`src/hdl/opaa_defines.svh`:
```
// Constants for the output phase adjust and align block
`ifndef OPAA_DEFINES_SVH
`define OPAA_DEFINES_SVH
`define OPAA_NUM_OUT 3
`define OPAA_MODE_ALIGN 1'h0
`define OPAA_MODE_ADJUST 1'h1
`define OPAA_ARM_SRC_BIT 4'h1
`define OPAA_ARM_SRC_ALOCK 4'h2
`define OPAA_ARM_SRC_DLOCK 4'h3
`define OPAA_ARM_SRC_GPIO0 4'h4
`define OPAA_TRG_SRC_BIT 4'h0
`define OPAA_TRG_SRC_ALOCK 4'h1
`define OPAA_TRG_SRC_DLOCK 4'h2
`define OPAA_TRG_SRC_DCLK 4'h3
`define OPAA_TRG_SRC_GPIO0 4'h4
`define OPAA_NUM_GPIO 4
`define OPAA_MAX_NEG_ODD_OFS 8'h01
`define OPAA_MAX_NEG_EVEN_OFS 8'h02
`define OPAA_MAX_POS_ODD_BASE 8'h7f
`define OPAA_MAX_POS_EVEN_BASE 8'h80
`endif

```
`src/hdl/opaa_pkg.sv`:
```
// Types for the output phase adjust and align block
`default_nettype none
package opaa_pkg;
  typedef struct packed {
    logic permit;
    logic invert;
    logic [6:0] mid_div;
    logic [7:0] step;
  } opaa_out_cfg_t;
  typedef struct packed {
    logic armed;
    logic busy;
    logic done_latched;
  } opaa_status_t;
  typedef enum logic [2:0] {
    OPAA_IDLE = 3'b001,
    OPAA_ARMED = 3'b010,
    OPAA_SHIFT = 3'b100
  } opaa_state_t;
endpackage
`default_nettype wire

```
`src/hdl/opaa_phase_tool.sv`:
```
// Arm and trigger sequencer for output phase adjust and align
`default_nettype none
`include "opaa_defines.svh"
module opaa_phase_tool
  import opaa_pkg::*;
(
  input wire logic i_core_clk,
  input wire logic i_sys_rst,
  input wire logic i_fast_tick,
  input wire logic i_mode,
  input wire logic [3:0] i_readiness_source_select,
  input wire logic [3:0] i_fire_source_select,
  input wire logic i_fire_sense_invert,
  input wire logic i_arm_request,
  input wire logic i_fire_request_bit,
  input wire logic i_abort,
  input wire logic i_done_clear,
  input wire logic i_analog_loop_lock,
  input wire logic i_digital_loop_lock,
  input wire logic i_digital_loop_ref_clk,
  input wire logic [3:0] i_gpio,
  input wire opaa_pkg::opaa_out_cfg_t [2:0] i_out_cfg,
  output logic [2:0] o_out_clk,
  output opaa_pkg::opaa_status_t o_status
);
  opaa_state_t state;
  logic arm_prev;
  logic fire_prev;
  logic alock_prev;
  logic dlock_prev;
  logic dclk_prev;
  logic [3:0] gpio_prev;
  logic fire_sig_prev;
  logic arm_evt;
  logic fire_sig;
  logic fire_evt;
  logic [2:0] apply;
  logic [2:0] div_clk;
  logic [2:0] div_done;
  logic apply_pulse;
  logic [2:0] waiting;
  logic relock_hold;

  // Maps a source code to a GPIO index match
  function automatic logic gpio_pick(input logic [3:0] code,
                                     input logic [3:0] base,
                                     input logic [3:0] g);
    logic [3:0] idx;
    idx = code - base;
    gpio_pick = (code >= base) && (idx < 4'h4) && g[idx[1:0]];
  endfunction

  always_ff @(posedge i_core_clk) begin
    if (i_sys_rst) begin
      // Tracking the live levels in reset avoids a false edge at release
      arm_prev <= i_arm_request;
      fire_prev <= i_fire_request_bit;
      alock_prev <= i_analog_loop_lock;
      dlock_prev <= i_digital_loop_lock;
      dclk_prev <= i_digital_loop_ref_clk;
      gpio_prev <= i_gpio;
      fire_sig_prev <= fire_sig;
    end else begin
      arm_prev <= i_arm_request;
      fire_prev <= i_fire_request_bit;
      alock_prev <= i_analog_loop_lock;
      dlock_prev <= i_digital_loop_lock;
      dclk_prev <= i_digital_loop_ref_clk;
      gpio_prev <= i_gpio;
      fire_sig_prev <= fire_sig;
    end
  end

  // GPIO arm reacts to any transition on the chosen pin
  always_comb begin
    unique case (i_readiness_source_select)
      `OPAA_ARM_SRC_BIT: arm_evt = i_arm_request & ~arm_prev;
      `OPAA_ARM_SRC_ALOCK: arm_evt = i_analog_loop_lock & ~alock_prev;
      `OPAA_ARM_SRC_DLOCK: arm_evt = i_digital_loop_lock & ~dlock_prev;
      default: arm_evt = gpio_pick(i_readiness_source_select,
                  `OPAA_ARM_SRC_GPIO0, i_gpio ^ gpio_prev);
    endcase
  end

  // Fire source is a level here; its rising edge is the event
  always_comb begin
    unique case (i_fire_source_select)
      `OPAA_TRG_SRC_BIT: fire_sig = i_fire_request_bit;
      `OPAA_TRG_SRC_ALOCK: fire_sig = i_analog_loop_lock;
      `OPAA_TRG_SRC_DLOCK: fire_sig = i_digital_loop_lock;
      `OPAA_TRG_SRC_DCLK: fire_sig = i_digital_loop_ref_clk;
      default: fire_sig = gpio_pick(i_fire_source_select,
                  `OPAA_TRG_SRC_GPIO0, i_gpio);
    endcase
    fire_sig = fire_sig ^ i_fire_sense_invert;
  end
  // Fire source must return to its inactive level (zero unless inverted) before it fires again
  assign fire_evt = fire_sig & ~fire_sig_prev;

  // Alignment on analog lock trigger stays armed so each relock realigns
  assign relock_hold = (i_mode == `OPAA_MODE_ALIGN) &&
                       (i_fire_source_select == `OPAA_TRG_SRC_ALOCK);

  always_ff @(posedge i_core_clk) begin
    if (i_sys_rst) begin
      state <= OPAA_IDLE;
      apply_pulse <= 1'b0;
    end else begin
      apply_pulse <= 1'b0;
      if (i_abort) begin
        state <= OPAA_IDLE;
      end else begin
        unique case (state)
          OPAA_IDLE: if (arm_evt) state <= OPAA_ARMED;
          OPAA_ARMED: begin
            if (fire_evt) begin
              state <= OPAA_SHIFT;
              apply_pulse <= 1'b1;
            end
          end
          OPAA_SHIFT: begin
            if (!apply_pulse && waiting == 3'h0) begin
              state <= relock_hold ? OPAA_ARMED : OPAA_IDLE;
            end
          end
        endcase
      end
    end
  end

  genvar g;
  generate
    for (g = 0; g < `OPAA_NUM_OUT; g = g + 1) begin : gen_out
      // Alignment always participates if permitted, even with step zero
      assign apply[g] = apply_pulse && i_out_cfg[g].permit &&
                        (i_out_cfg[g].step != 8'h00 ||
                         i_mode == `OPAA_MODE_ALIGN);
      opaa_mid_divider u_div (
        .i_core_clk(i_core_clk),
        .i_sys_rst(i_sys_rst),
        .i_fast_tick(i_fast_tick),
        .i_cfg(i_out_cfg[g]),
        .i_apply(apply[g] && i_out_cfg[g].step != 8'h00),
        .i_align(apply[g] && i_mode == `OPAA_MODE_ALIGN),
        .o_clk(div_clk[g]),
        .o_done(div_done[g])
      );
      always_ff @(posedge i_core_clk) begin
        if (i_sys_rst || i_abort) begin
          waiting[g] <= 1'b0;
        end else if (apply[g] && i_out_cfg[g].step != 8'h00 &&
                     i_out_cfg[g].mid_div != 7'h00) begin
          waiting[g] <= 1'b1;
        end else if (div_done[g]) begin
          waiting[g] <= 1'b0;
        end
      end
    end
  endgenerate

  always_ff @(posedge i_core_clk) begin
    if (i_sys_rst) begin
      o_out_clk <= 3'h0;
    end else begin
      o_out_clk <= div_clk;
    end
  end

  // Sticky done: a completion in the clear cycle still sets it
  always_ff @(posedge i_core_clk) begin
    if (i_sys_rst) begin
      o_status <= '0;
    end else begin
      o_status.armed <= (state == OPAA_ARMED);
      o_status.busy <= (state == OPAA_SHIFT);
      if (state == OPAA_SHIFT && !apply_pulse && waiting == 3'h0) begin
        o_status.done_latched <= 1'b1;
      end else if (i_done_clear) begin
        o_status.done_latched <= 1'b0;
      end
    end
  end
endmodule
`default_nettype wire

```
`src/hdl/opaa_mid_divider.sv`:
```
// One output's medium-rate divider with phase step and reset
`default_nettype none
`include "opaa_defines.svh"
module opaa_mid_divider
  import opaa_pkg::*;
(
  input wire logic i_core_clk,
  input wire logic i_sys_rst,
  input wire logic i_fast_tick,
  input wire opaa_pkg::opaa_out_cfg_t i_cfg,
  input wire logic i_apply,
  input wire logic i_align,
  output logic o_clk,
  output logic o_done
);
  // Counts fast ticks left in the current half; a full output period
  // is mid_div ticks high and mid_div ticks low
  logic [7:0] half_cnt;
  logic [7:0] extra;
  logic pending;
  logic stretch;
  logic in_high;
  logic start_high;
  logic [7:0] high_len;
  assign in_high = o_clk ^ i_cfg.invert;
  // The low half runs out and the next high half begins
  assign start_high = i_fast_tick && !i_align && i_cfg.mid_div != 7'h00 &&
                      half_cnt == 8'h00 && !in_high;
  // Clamping keeps this sum within eight bits and above zero
  assign high_len = {1'b0, i_cfg.mid_div} + extra;

  // Clamp a signed step to the allowed range for this divider value
  function automatic logic [7:0] clamp_step(input logic [7:0] st,
                                            input logic [6:0] dv);
    logic [7:0] dv8;
    logic [7:0] neg_max;
    logic [7:0] pos_max;
    logic [7:0] mag;
    dv8 = {1'b0, dv};
    neg_max = dv[0] ? (dv8 - `OPAA_MAX_NEG_ODD_OFS) :
              (dv8 - `OPAA_MAX_NEG_EVEN_OFS);
    pos_max = dv[0] ? (`OPAA_MAX_POS_ODD_BASE - dv8) :
              (`OPAA_MAX_POS_EVEN_BASE - dv8);
    // Limits above are in fast ticks, the same unit as the step itself
    mag = st[7] ? (8'h00 - st) : st;
    if (st[7]) begin
      clamp_step = (mag > neg_max) ? (8'h00 - neg_max) : st;
    end else begin
      clamp_step = (mag > pos_max) ? pos_max : st;
    end
  endfunction

  always_ff @(posedge i_core_clk) begin
    if (i_sys_rst) begin
      pending <= 1'b0;
      extra <= 8'h00;
    end else if (i_apply && i_cfg.mid_div != 7'h00) begin
      pending <= 1'b1;
      extra <= clamp_step(i_cfg.step, i_cfg.mid_div);
    end else if (pending && start_high) begin
      pending <= 1'b0;
    end
  end

  // One high half is stretched or shrunk; the low half stays nominal
  always_ff @(posedge i_core_clk) begin
    if (i_sys_rst) begin
      half_cnt <= 8'h00;
      o_clk <= 1'b0;
      o_done <= 1'b0;
      stretch <= 1'b0;
    end else begin
      o_done <= 1'b0;
      if (i_align) begin
        half_cnt <= 8'h00;
        o_clk <= i_cfg.invert;
        stretch <= 1'b0;
      end else if (i_fast_tick && i_cfg.mid_div != 7'h00) begin
        if (half_cnt != 8'h00) begin
          half_cnt <= half_cnt - 8'h01;
        end else if (in_high) begin
          // Done is reported once the altered high half has ended
          o_clk <= i_cfg.invert;
          half_cnt <= {1'b0, i_cfg.mid_div} - 8'h01;
          o_done <= stretch;
          stretch <= 1'b0;
        end else begin
          o_clk <= ~i_cfg.invert;
          if (pending) begin
            half_cnt <= high_len - 8'h01;
          end else begin
            half_cnt <= {1'b0, i_cfg.mid_div} - 8'h01;
          end
          stretch <= pending;
        end
      end
    end
  end
endmodule
`default_nettype wire

```
`config.mk`:
```
export PLATFORM = sky130hd
export DESIGN_NAME = opaa_phase_tool
export DESIGN_NICKNAME = d
export VERILOG_FILES = /design/src/hdl/opaa_pkg.sv /design/src/hdl/opaa_phase_tool.sv /design/src/hdl/opaa_mid_divider.sv
export VERILOG_INCLUDE_DIRS = /design/src /design/src/hdl
export SDC_FILE = /design/constraint.sdc
export NUM_CORES = 1
export LEC_CHECK = 0
export BUFFER_PORTS_ARGS = -buffer_cell sky130_fd_sc_hd__clkbuf_2
export CORE_ASPECT_RATIO = 0.5
export CORE_MARGIN = 10
export CORE_UTILIZATION = 60
export DETAILED_ROUTE_END_ITERATION = 8
export PLACE_DENSITY = 0.77
export RECOVER_POWER = 100
export SLEW_MARGIN = 20
export SYNTH_ARGS = -nofsm -noshare
export SYNTH_HDL_FRONTEND = slang
export SYNTH_SLANG_ARGS = --single-unit
```
`constraint.sdc`:
```
create_clock -name i_core_clk -period 5.76 [get_ports i_core_clk]
set_clock_uncertainty 0.1 [all_clocks]
set_input_delay 1.152 -clock i_core_clk [delete_from_list [all_inputs] [get_ports i_core_clk]]
set_output_delay 1.152 -clock i_core_clk [all_outputs]
set_load 0.02 [all_outputs]
```
# Yosys cells after proc, flatten, opt, wreduce, memory -nomap -nowiden

Cells that the tools add are included.

$add $sub $neg: 29
Magnitude comparators: 12
Equality and inequality tests: 15
Mux-type cells: 68
Bitwise operators: 27
Reduce and logical (&&, ||, !) cells: 91

Operator list:

| kind                                                              | count |
|---|---|
| two-way mux 8 bit                                                 | 27 |
| > comparator 8 bit                                                | 6 |
| nonzero test 8 bit                                                | 6 |
| subtractor 1 x 8 -> 8 bit, first input constant                   | 6 |
| subtractor 8 x 1 -> 8 bit, second input constant                  | 6 |
| logical AND 1 bit                                                 | 41 |
| two-way mux 1 bit                                                 | 32 |
| adder 7 x 8 -> 8 bit                                              | 3 |
| zero test 8 bit                                                   | 3 |
| subtractor 7 x 1 -> 8 bit, second input constant                  | 3 |
| subtractor 7 x 2 -> 8 bit, second input constant                  | 3 |
| subtractor 7 x 7 -> 8 bit, first input constant                   | 3 |
| subtractor 8 x 7 -> 8 bit, first input constant                   | 3 |
| nonzero test 7 bit                                                | 3 |
| nonzero test 2 bit                                                | 10 |
| NOT 1 bit                                                         | 18 |
| == test 4 x 2 -> 1 bit, second input constant                     | 4 |
| OR reduction 5 bit                                                | 3 |
| AND reduction 2 bit                                               | 6 |
| two-way mux 3 bit                                                 | 3 |
| one-hot mux 3 bit (3 select lines)                                | 1 |
| == test 4 x 1 -> 1 bit, second input constant                     | 2 |
| greater-or-equal comparator 4 x 3 -> 1 bit, second input constant | 2 |
| less-than comparator 4 x 3 -> 1 bit, second input constant        | 2 |
| 21 further kinds                                                  | 46 |

Flip-flop bits (word level): 81
Word-level logic and storage cells: 274

# Longest topological paths before layout

Word-level depth: 12
Depth in mapped cells: 15

# Modules after synthesis

A second synthesis with hierarchy kept.

Cell total of the unflattened synthesis: 1115
Area, all modules: 8471.9 um2

By module, submodules not included:

| module                                  | instances | cells an instance | area an instance (um2) | sequential area each (um2) |
|---|---|---|---|---|
| opaa_mid_divider (gen_out[0].u_div ...) | 2         | 337               | 2489.9                 | 400.4 |
| opaa_mid_divider (gen_out[1].u_div)     | 1         | 334               | 2491.1                 | 400.4 |
| opaa_phase_tool                         | 1         | 107               | 1001.0                 | 420.4 |

# Worst setup path after synthesis

No wires, ideal clock.

Kind: input to register
Start: input i_out_cfg[17] (netlist bit)
End: register gen_out[1].u_div.extra[0]
Library setup time: 0.071 ns
Data arrival time: 4.159 ns
Required time: 5.589 ns
Path slack: 1.430 ns
Stages on the path: 12
Cells stage by stage: inv_1 ha_1 or3b_4 o31ai_4 xor2_2 inv_1 ha_1 nand3_1 o41ai_1 nor3_1 or4_1 a21oi_1

Longest elaborated chain between the ends: 5
Elaborated cells on any way between the ends: 12
Those cells by class: add/sub: 1; order compare: 2; mux: 4; reduce/logical: 5

RTL lines:

| what                                                                   | RTL line                                                               | text |
|---|---|---|
| start, declared                                                        | opaa_phase_tool.sv:22                                                  | `input wire opaa_pkg::opaa_out_cfg_t [2:0] i_out_cfg,` |
| subtractor 1 x 8 -> 8 bit / nonzero test 8 bit (equally long branches) | opaa_mid_divider.sv:45, opaa_phase_tool.sv:136, opaa_phase_tool.sv:143 |  |
| two-way mux 8 bit / logical OR 1 bit (equally long branches)           | n/a                                                                    |  |
| > comparator 8 bit (tied with other cells)                             | opaa_mid_divider.sv:49                                                 | `clamp_step = (mag > pos_max) ? pos_max : st;` |
| two-way mux 8 bit (tied with other cells)                              | opaa_mid_divider.sv:49                                                 |  |
| two-way mux 8 bit / logical AND 1 bit (equally long branches)          | opaa_mid_divider.sv:46, opaa_mid_divider.sv:57                         |  |
| end signal, assigned                                                   | opaa_mid_divider.sv:59                                                 | `extra <= clamp_step(i_cfg.step, i_cfg.mid_div);` |
| end, declared                                                          | opaa_mid_divider.sv:19                                                 | `logic [7:0] extra;` |

Several ways; a longest one is shown, not always the timed one.
A chain may end at the register's enable or synchronous reset.

# Worst setup path after layout

Same ends and word-level chain as after synthesis.

==> flow_summary.json <==
{
  "status": "finished with violations",
  "failed_checks": "capacitance limit, slew limit",
  "coreArea_mm2": 0.0129,
  "cp-end-kind": "register",
  "ir_drop_v": 0.000224,
  "first_iter_violations": 666,
  "start_util_pct": 62.5,
  "pin_count": 81,
  "yosysWarnings": 0,
  "fin_crit_sh_pct": 83.7,
  "cp_cell_sequence": "clkbuf_1 > inv_1 > ha_1 > or3b_1 > o31ai_1 > xor2_1 > inv_1 > ha_1 > nand3_1 > o41ai_1 > nor3_1 > or4_1 > a21oi_1",
  "firstDrtPassIters": 7,
  "synth-seq-cells": 81,
  "cts.sinks": 81,
  "power.leakage_nw": 3.77,
  "clkSlewWorstSetupHoldPaths_ns": 0.07,
  "cp_max_fo": 8,
  "seq_area_frac_synth_pct": 20.1,
  "r2r_cells": 14,
  "regArea_mm2": 0.00162,
  "hold_viol": 0,
  "cp_num_buf_inv": 3,
  "timing.fmax_mhz": 207,
  "syn_area_mm2": 0.00808,
  "crit_arrival_ns": 4.97,
  "dieWidth_um": 184,
  "cts_buffers": 9,
  "fp.dieH_um": 102,
  "clk_latency_ns": 0.34,
  "cts_tree": "yes",
  "slew_headroom_pct": -51.1,
  "ctsRootBufferMaster": "clkbuf_16",
  "routedWlPerCell_um": 16.8,
  "dp_hpwl_um": 17200,
  "syn_nets": 1239,
  "required_ns": 5.91,
  "crit_path_start_kind": "input pin",
  "min_period_ns": 4.82,
  "diodes": 0,
  "die_area_mm2": 0.0188,
  "maxCapViolCount": 1,
  "syn_inst": 1065,
  "path_depth": 13,
  "p_per_area_mw_per_mm2": 301,
  "cp_slowest_cell": "o41ai_1",
  "final_nets": 1298,
  "grt_pass1_wl_um": 36700,
  "critPathTopFamily": "simple AND/OR/NAND/NOR gates",
  "gr-total-overflow": 0,
  "h-tree-depth": 3,
  "vias": 7785,
  "fin_util_pct": 68.4,
  "cts_resized": 0,
  "gp_congestion": 0.954,
  "area_growth_pct": 9.32,
  "hold_path_class": "register to register",
  "max_slew.worst_pin.slew_ns": 2.27,
  "rsz0062_at_grt": "false",
  "grt_pass1_vias": 7540,
  "ant_nets": 0,
  "clk_path_buf_depth": 2,
  "synth_top_flop_cell": "dfxtp_1",
  "hold-path-cell-count": 2,
  "setup_tns_ns": 0,
  "postCtsHoldBufs": 0,
  "crit_type": "input pin to register",
  "ys_types": 69,
  "drive_gt1_share_pct": 9.30,
  "multi_input_area_mm2": 0.00577,
  "row_count": 29,
  "antenna_found_initial": 0,
  "grt_max_degree": 50,
  "nFillCells": 1164,
  "async_reset_ff_share_pct": 0,
  "cts_setup_buffers": 0,
  "numPortBuffers": 80,
  "max_stage_delay_ns": 0.88,
  "routed_wl_um": 21800,
  "synth_edf_count": 0,
  "setup_viol": 0,
  "grt_use_total_pct": 23.5,
  "drv_slew": 50,
  "via_per_inst": 5.99,
  "route.detailed.drc": 0,
  "synth_area_per_cell_um2": 7.58
}
==> sequential cells by signal, summed over array words and instances, names as in the netlist <==
signal / cells
gpio_prev: 4
state: 3
gen_out.u_div.half_cnt: 24
alock_prev: 1
apply_pulse: 1
gen_out.u_div.o_clk: 3
o_out_clk: 3
dlock_prev: 1
waiting: 3
gen_out.u_div.stretch: 3
arm_prev: 1
gen_out.u_div.extra: 24
gen_out.u_div.pending: 3
fire_sig_prev: 1
o_status: 3
gen_out.u_div.o_done: 3
==> path summary, 6_finish.rpt <==
| path | slack (ns) | start | end |
|---|---|---|---|
| setup / recovery | 0.94 | i_out_cfg[17] | gen_out[1].u_div.extra[0]$_SDFFE_PP0P_ |
| hold / removal | 0.34 | gen_out[2].u_div.stretch$_SDFFE_PP0P_ | gen_out[2].u_div.o_done$_SDFF_PP0_ |
| setup reg to reg | 3.05 | gen_out[2].u_div.extra[1]$_SDFFE_PP0P_ | gen_out[2].u_div.half_cnt[7]$_SDFFE_PP0P_ |
| hold reg to reg | 0.34 | gen_out[2].u_div.stretch$_SDFFE_PP0P_ | gen_out[2].u_div.o_done$_SDFF_PP0_ |
==> layout make-up <==
cell class | count | share of cell area, %
repair buffers | 81 | 4.32
multi-input cells | 824 | 65.4
flip-flops and latches | 81 | 18.4
inverters | 127 | 5.40
clock buffers | 10 | 2.59
well taps | 170 | 2.41
clock inverters | 6 | 1.56
==> tightest hold or removal path: stages (launching register included) <==
cell and delay, ns:
dfxtp_1 0.31, inv_1 0.05, nor4b_1 0.04
==> routing by layer <==
metal  vias to the layer above  global-route usage, %  part of all wire (%)
met2                       260                   37.7                    44
met1                      3625                   31.9                    48
met3                        23                   4.82                   6.9
li1                       3877                      -                     -
met5                         -                      0                     0
met4                         0                   5.25                   1.0
==> layout by cell type (no fill, tap or decap), drive strengths merged, types with 6 or more instances in the layout <==
master / synthesis / routed
inv: 126 / 128
ha: 96 / 96
clkbuf: 27 / 91
nor2: 87 / 87
nand2: 86 / 86
a21oi: 82 / 82
dfxtp: 81 / 81
xnor2: 79 / 79
o21ai: 53 / 53
nand3: 38 / 38
nor3: 24 / 24
a211oi: 21 / 21
mux2i: 19 / 19
nor2b: 17 / 17
nor4: 17 / 17
nand2b: 16 / 16
a21o: 14 / 14
a221oi: 13 / 13
and2: 11 / 11
xor2: 10 / 10
nand4: 9 / 9
and3: 8 / 8
a31oi: 8 / 8
o21a: 8 / 8
o21bai: 6 / 6
o31ai: 6 / 6
or3: 6 / 6
o211ai: 6 / 6
==> report_power, final <==
part           internal, mW  switching, mW  leakage, nW
Clock                 0.471          0.247        0.178
Sequential            0.656         0.0910        0.661
Combinational         0.488          0.701         2.94
Total                  1.62           1.04         3.77
==> cells by family after synthesis <==
| group | Yosys count | synth area share (%) |
|---|---|---|
| muxes | 27 | 3.89 |
| buffers and inverters | 160 | 7.87 |
| adders and majority gates | 99 | 15.6 |
| xor gates and xnor gates | 89 | 9.74 |
| AOI/OAI and AO/OA | 261 | 21.4 |
| DFF | 81 | 20.1 |
| and+or+nand+nor | 348 | 21.4 |
==> stage by stage <==
step | hold WS [ns] | cell area (µm²) | total power [mW] | std cells | setup slack, ns
floorplan | 0.311 | 8080 | 1.66 | 1065 | 1.43
global placement | 0.325 | 8540 | 1.88 | 1283 | 1.03
detailed placement | 0.325 | 8540 | 1.91 | 1283 | 0.887
CTS | 0.336 | 8910 | 2.64 | 1299 | 1.23
global route | 0.362 | 8830 | 2.86 | 1299 | 0.543
finish | 0.341 | 8830 | 2.65 | 1299 | 0.940
==> Yosys cell counts (all sizes together), types with 14 or more instances <==
master | instances | share of area [%]
nand2 | 86 | 4.0
clkbuf | 27 | 1.5
ha | 96 | 15
inv | 126 | 5.9
a211oi | 21 | 2.0
nor2 | 87 | 4.1
nor2b | 17 | 1.3
dfxtp | 81 | 20
nand3 | 38 | 2.4
nor4 | 17 | 1.3
mux2i | 19 | 2.4
a21o | 14 | 1.3
nand2b | 16 | 1.2
a21oi | 82 | 5.1
xnor2 | 79 | 8.6
o21ai | 53 | 3.3
nor3 | 24 | 1.5
No activity file was read; power rests on OpenSTA's default activity.
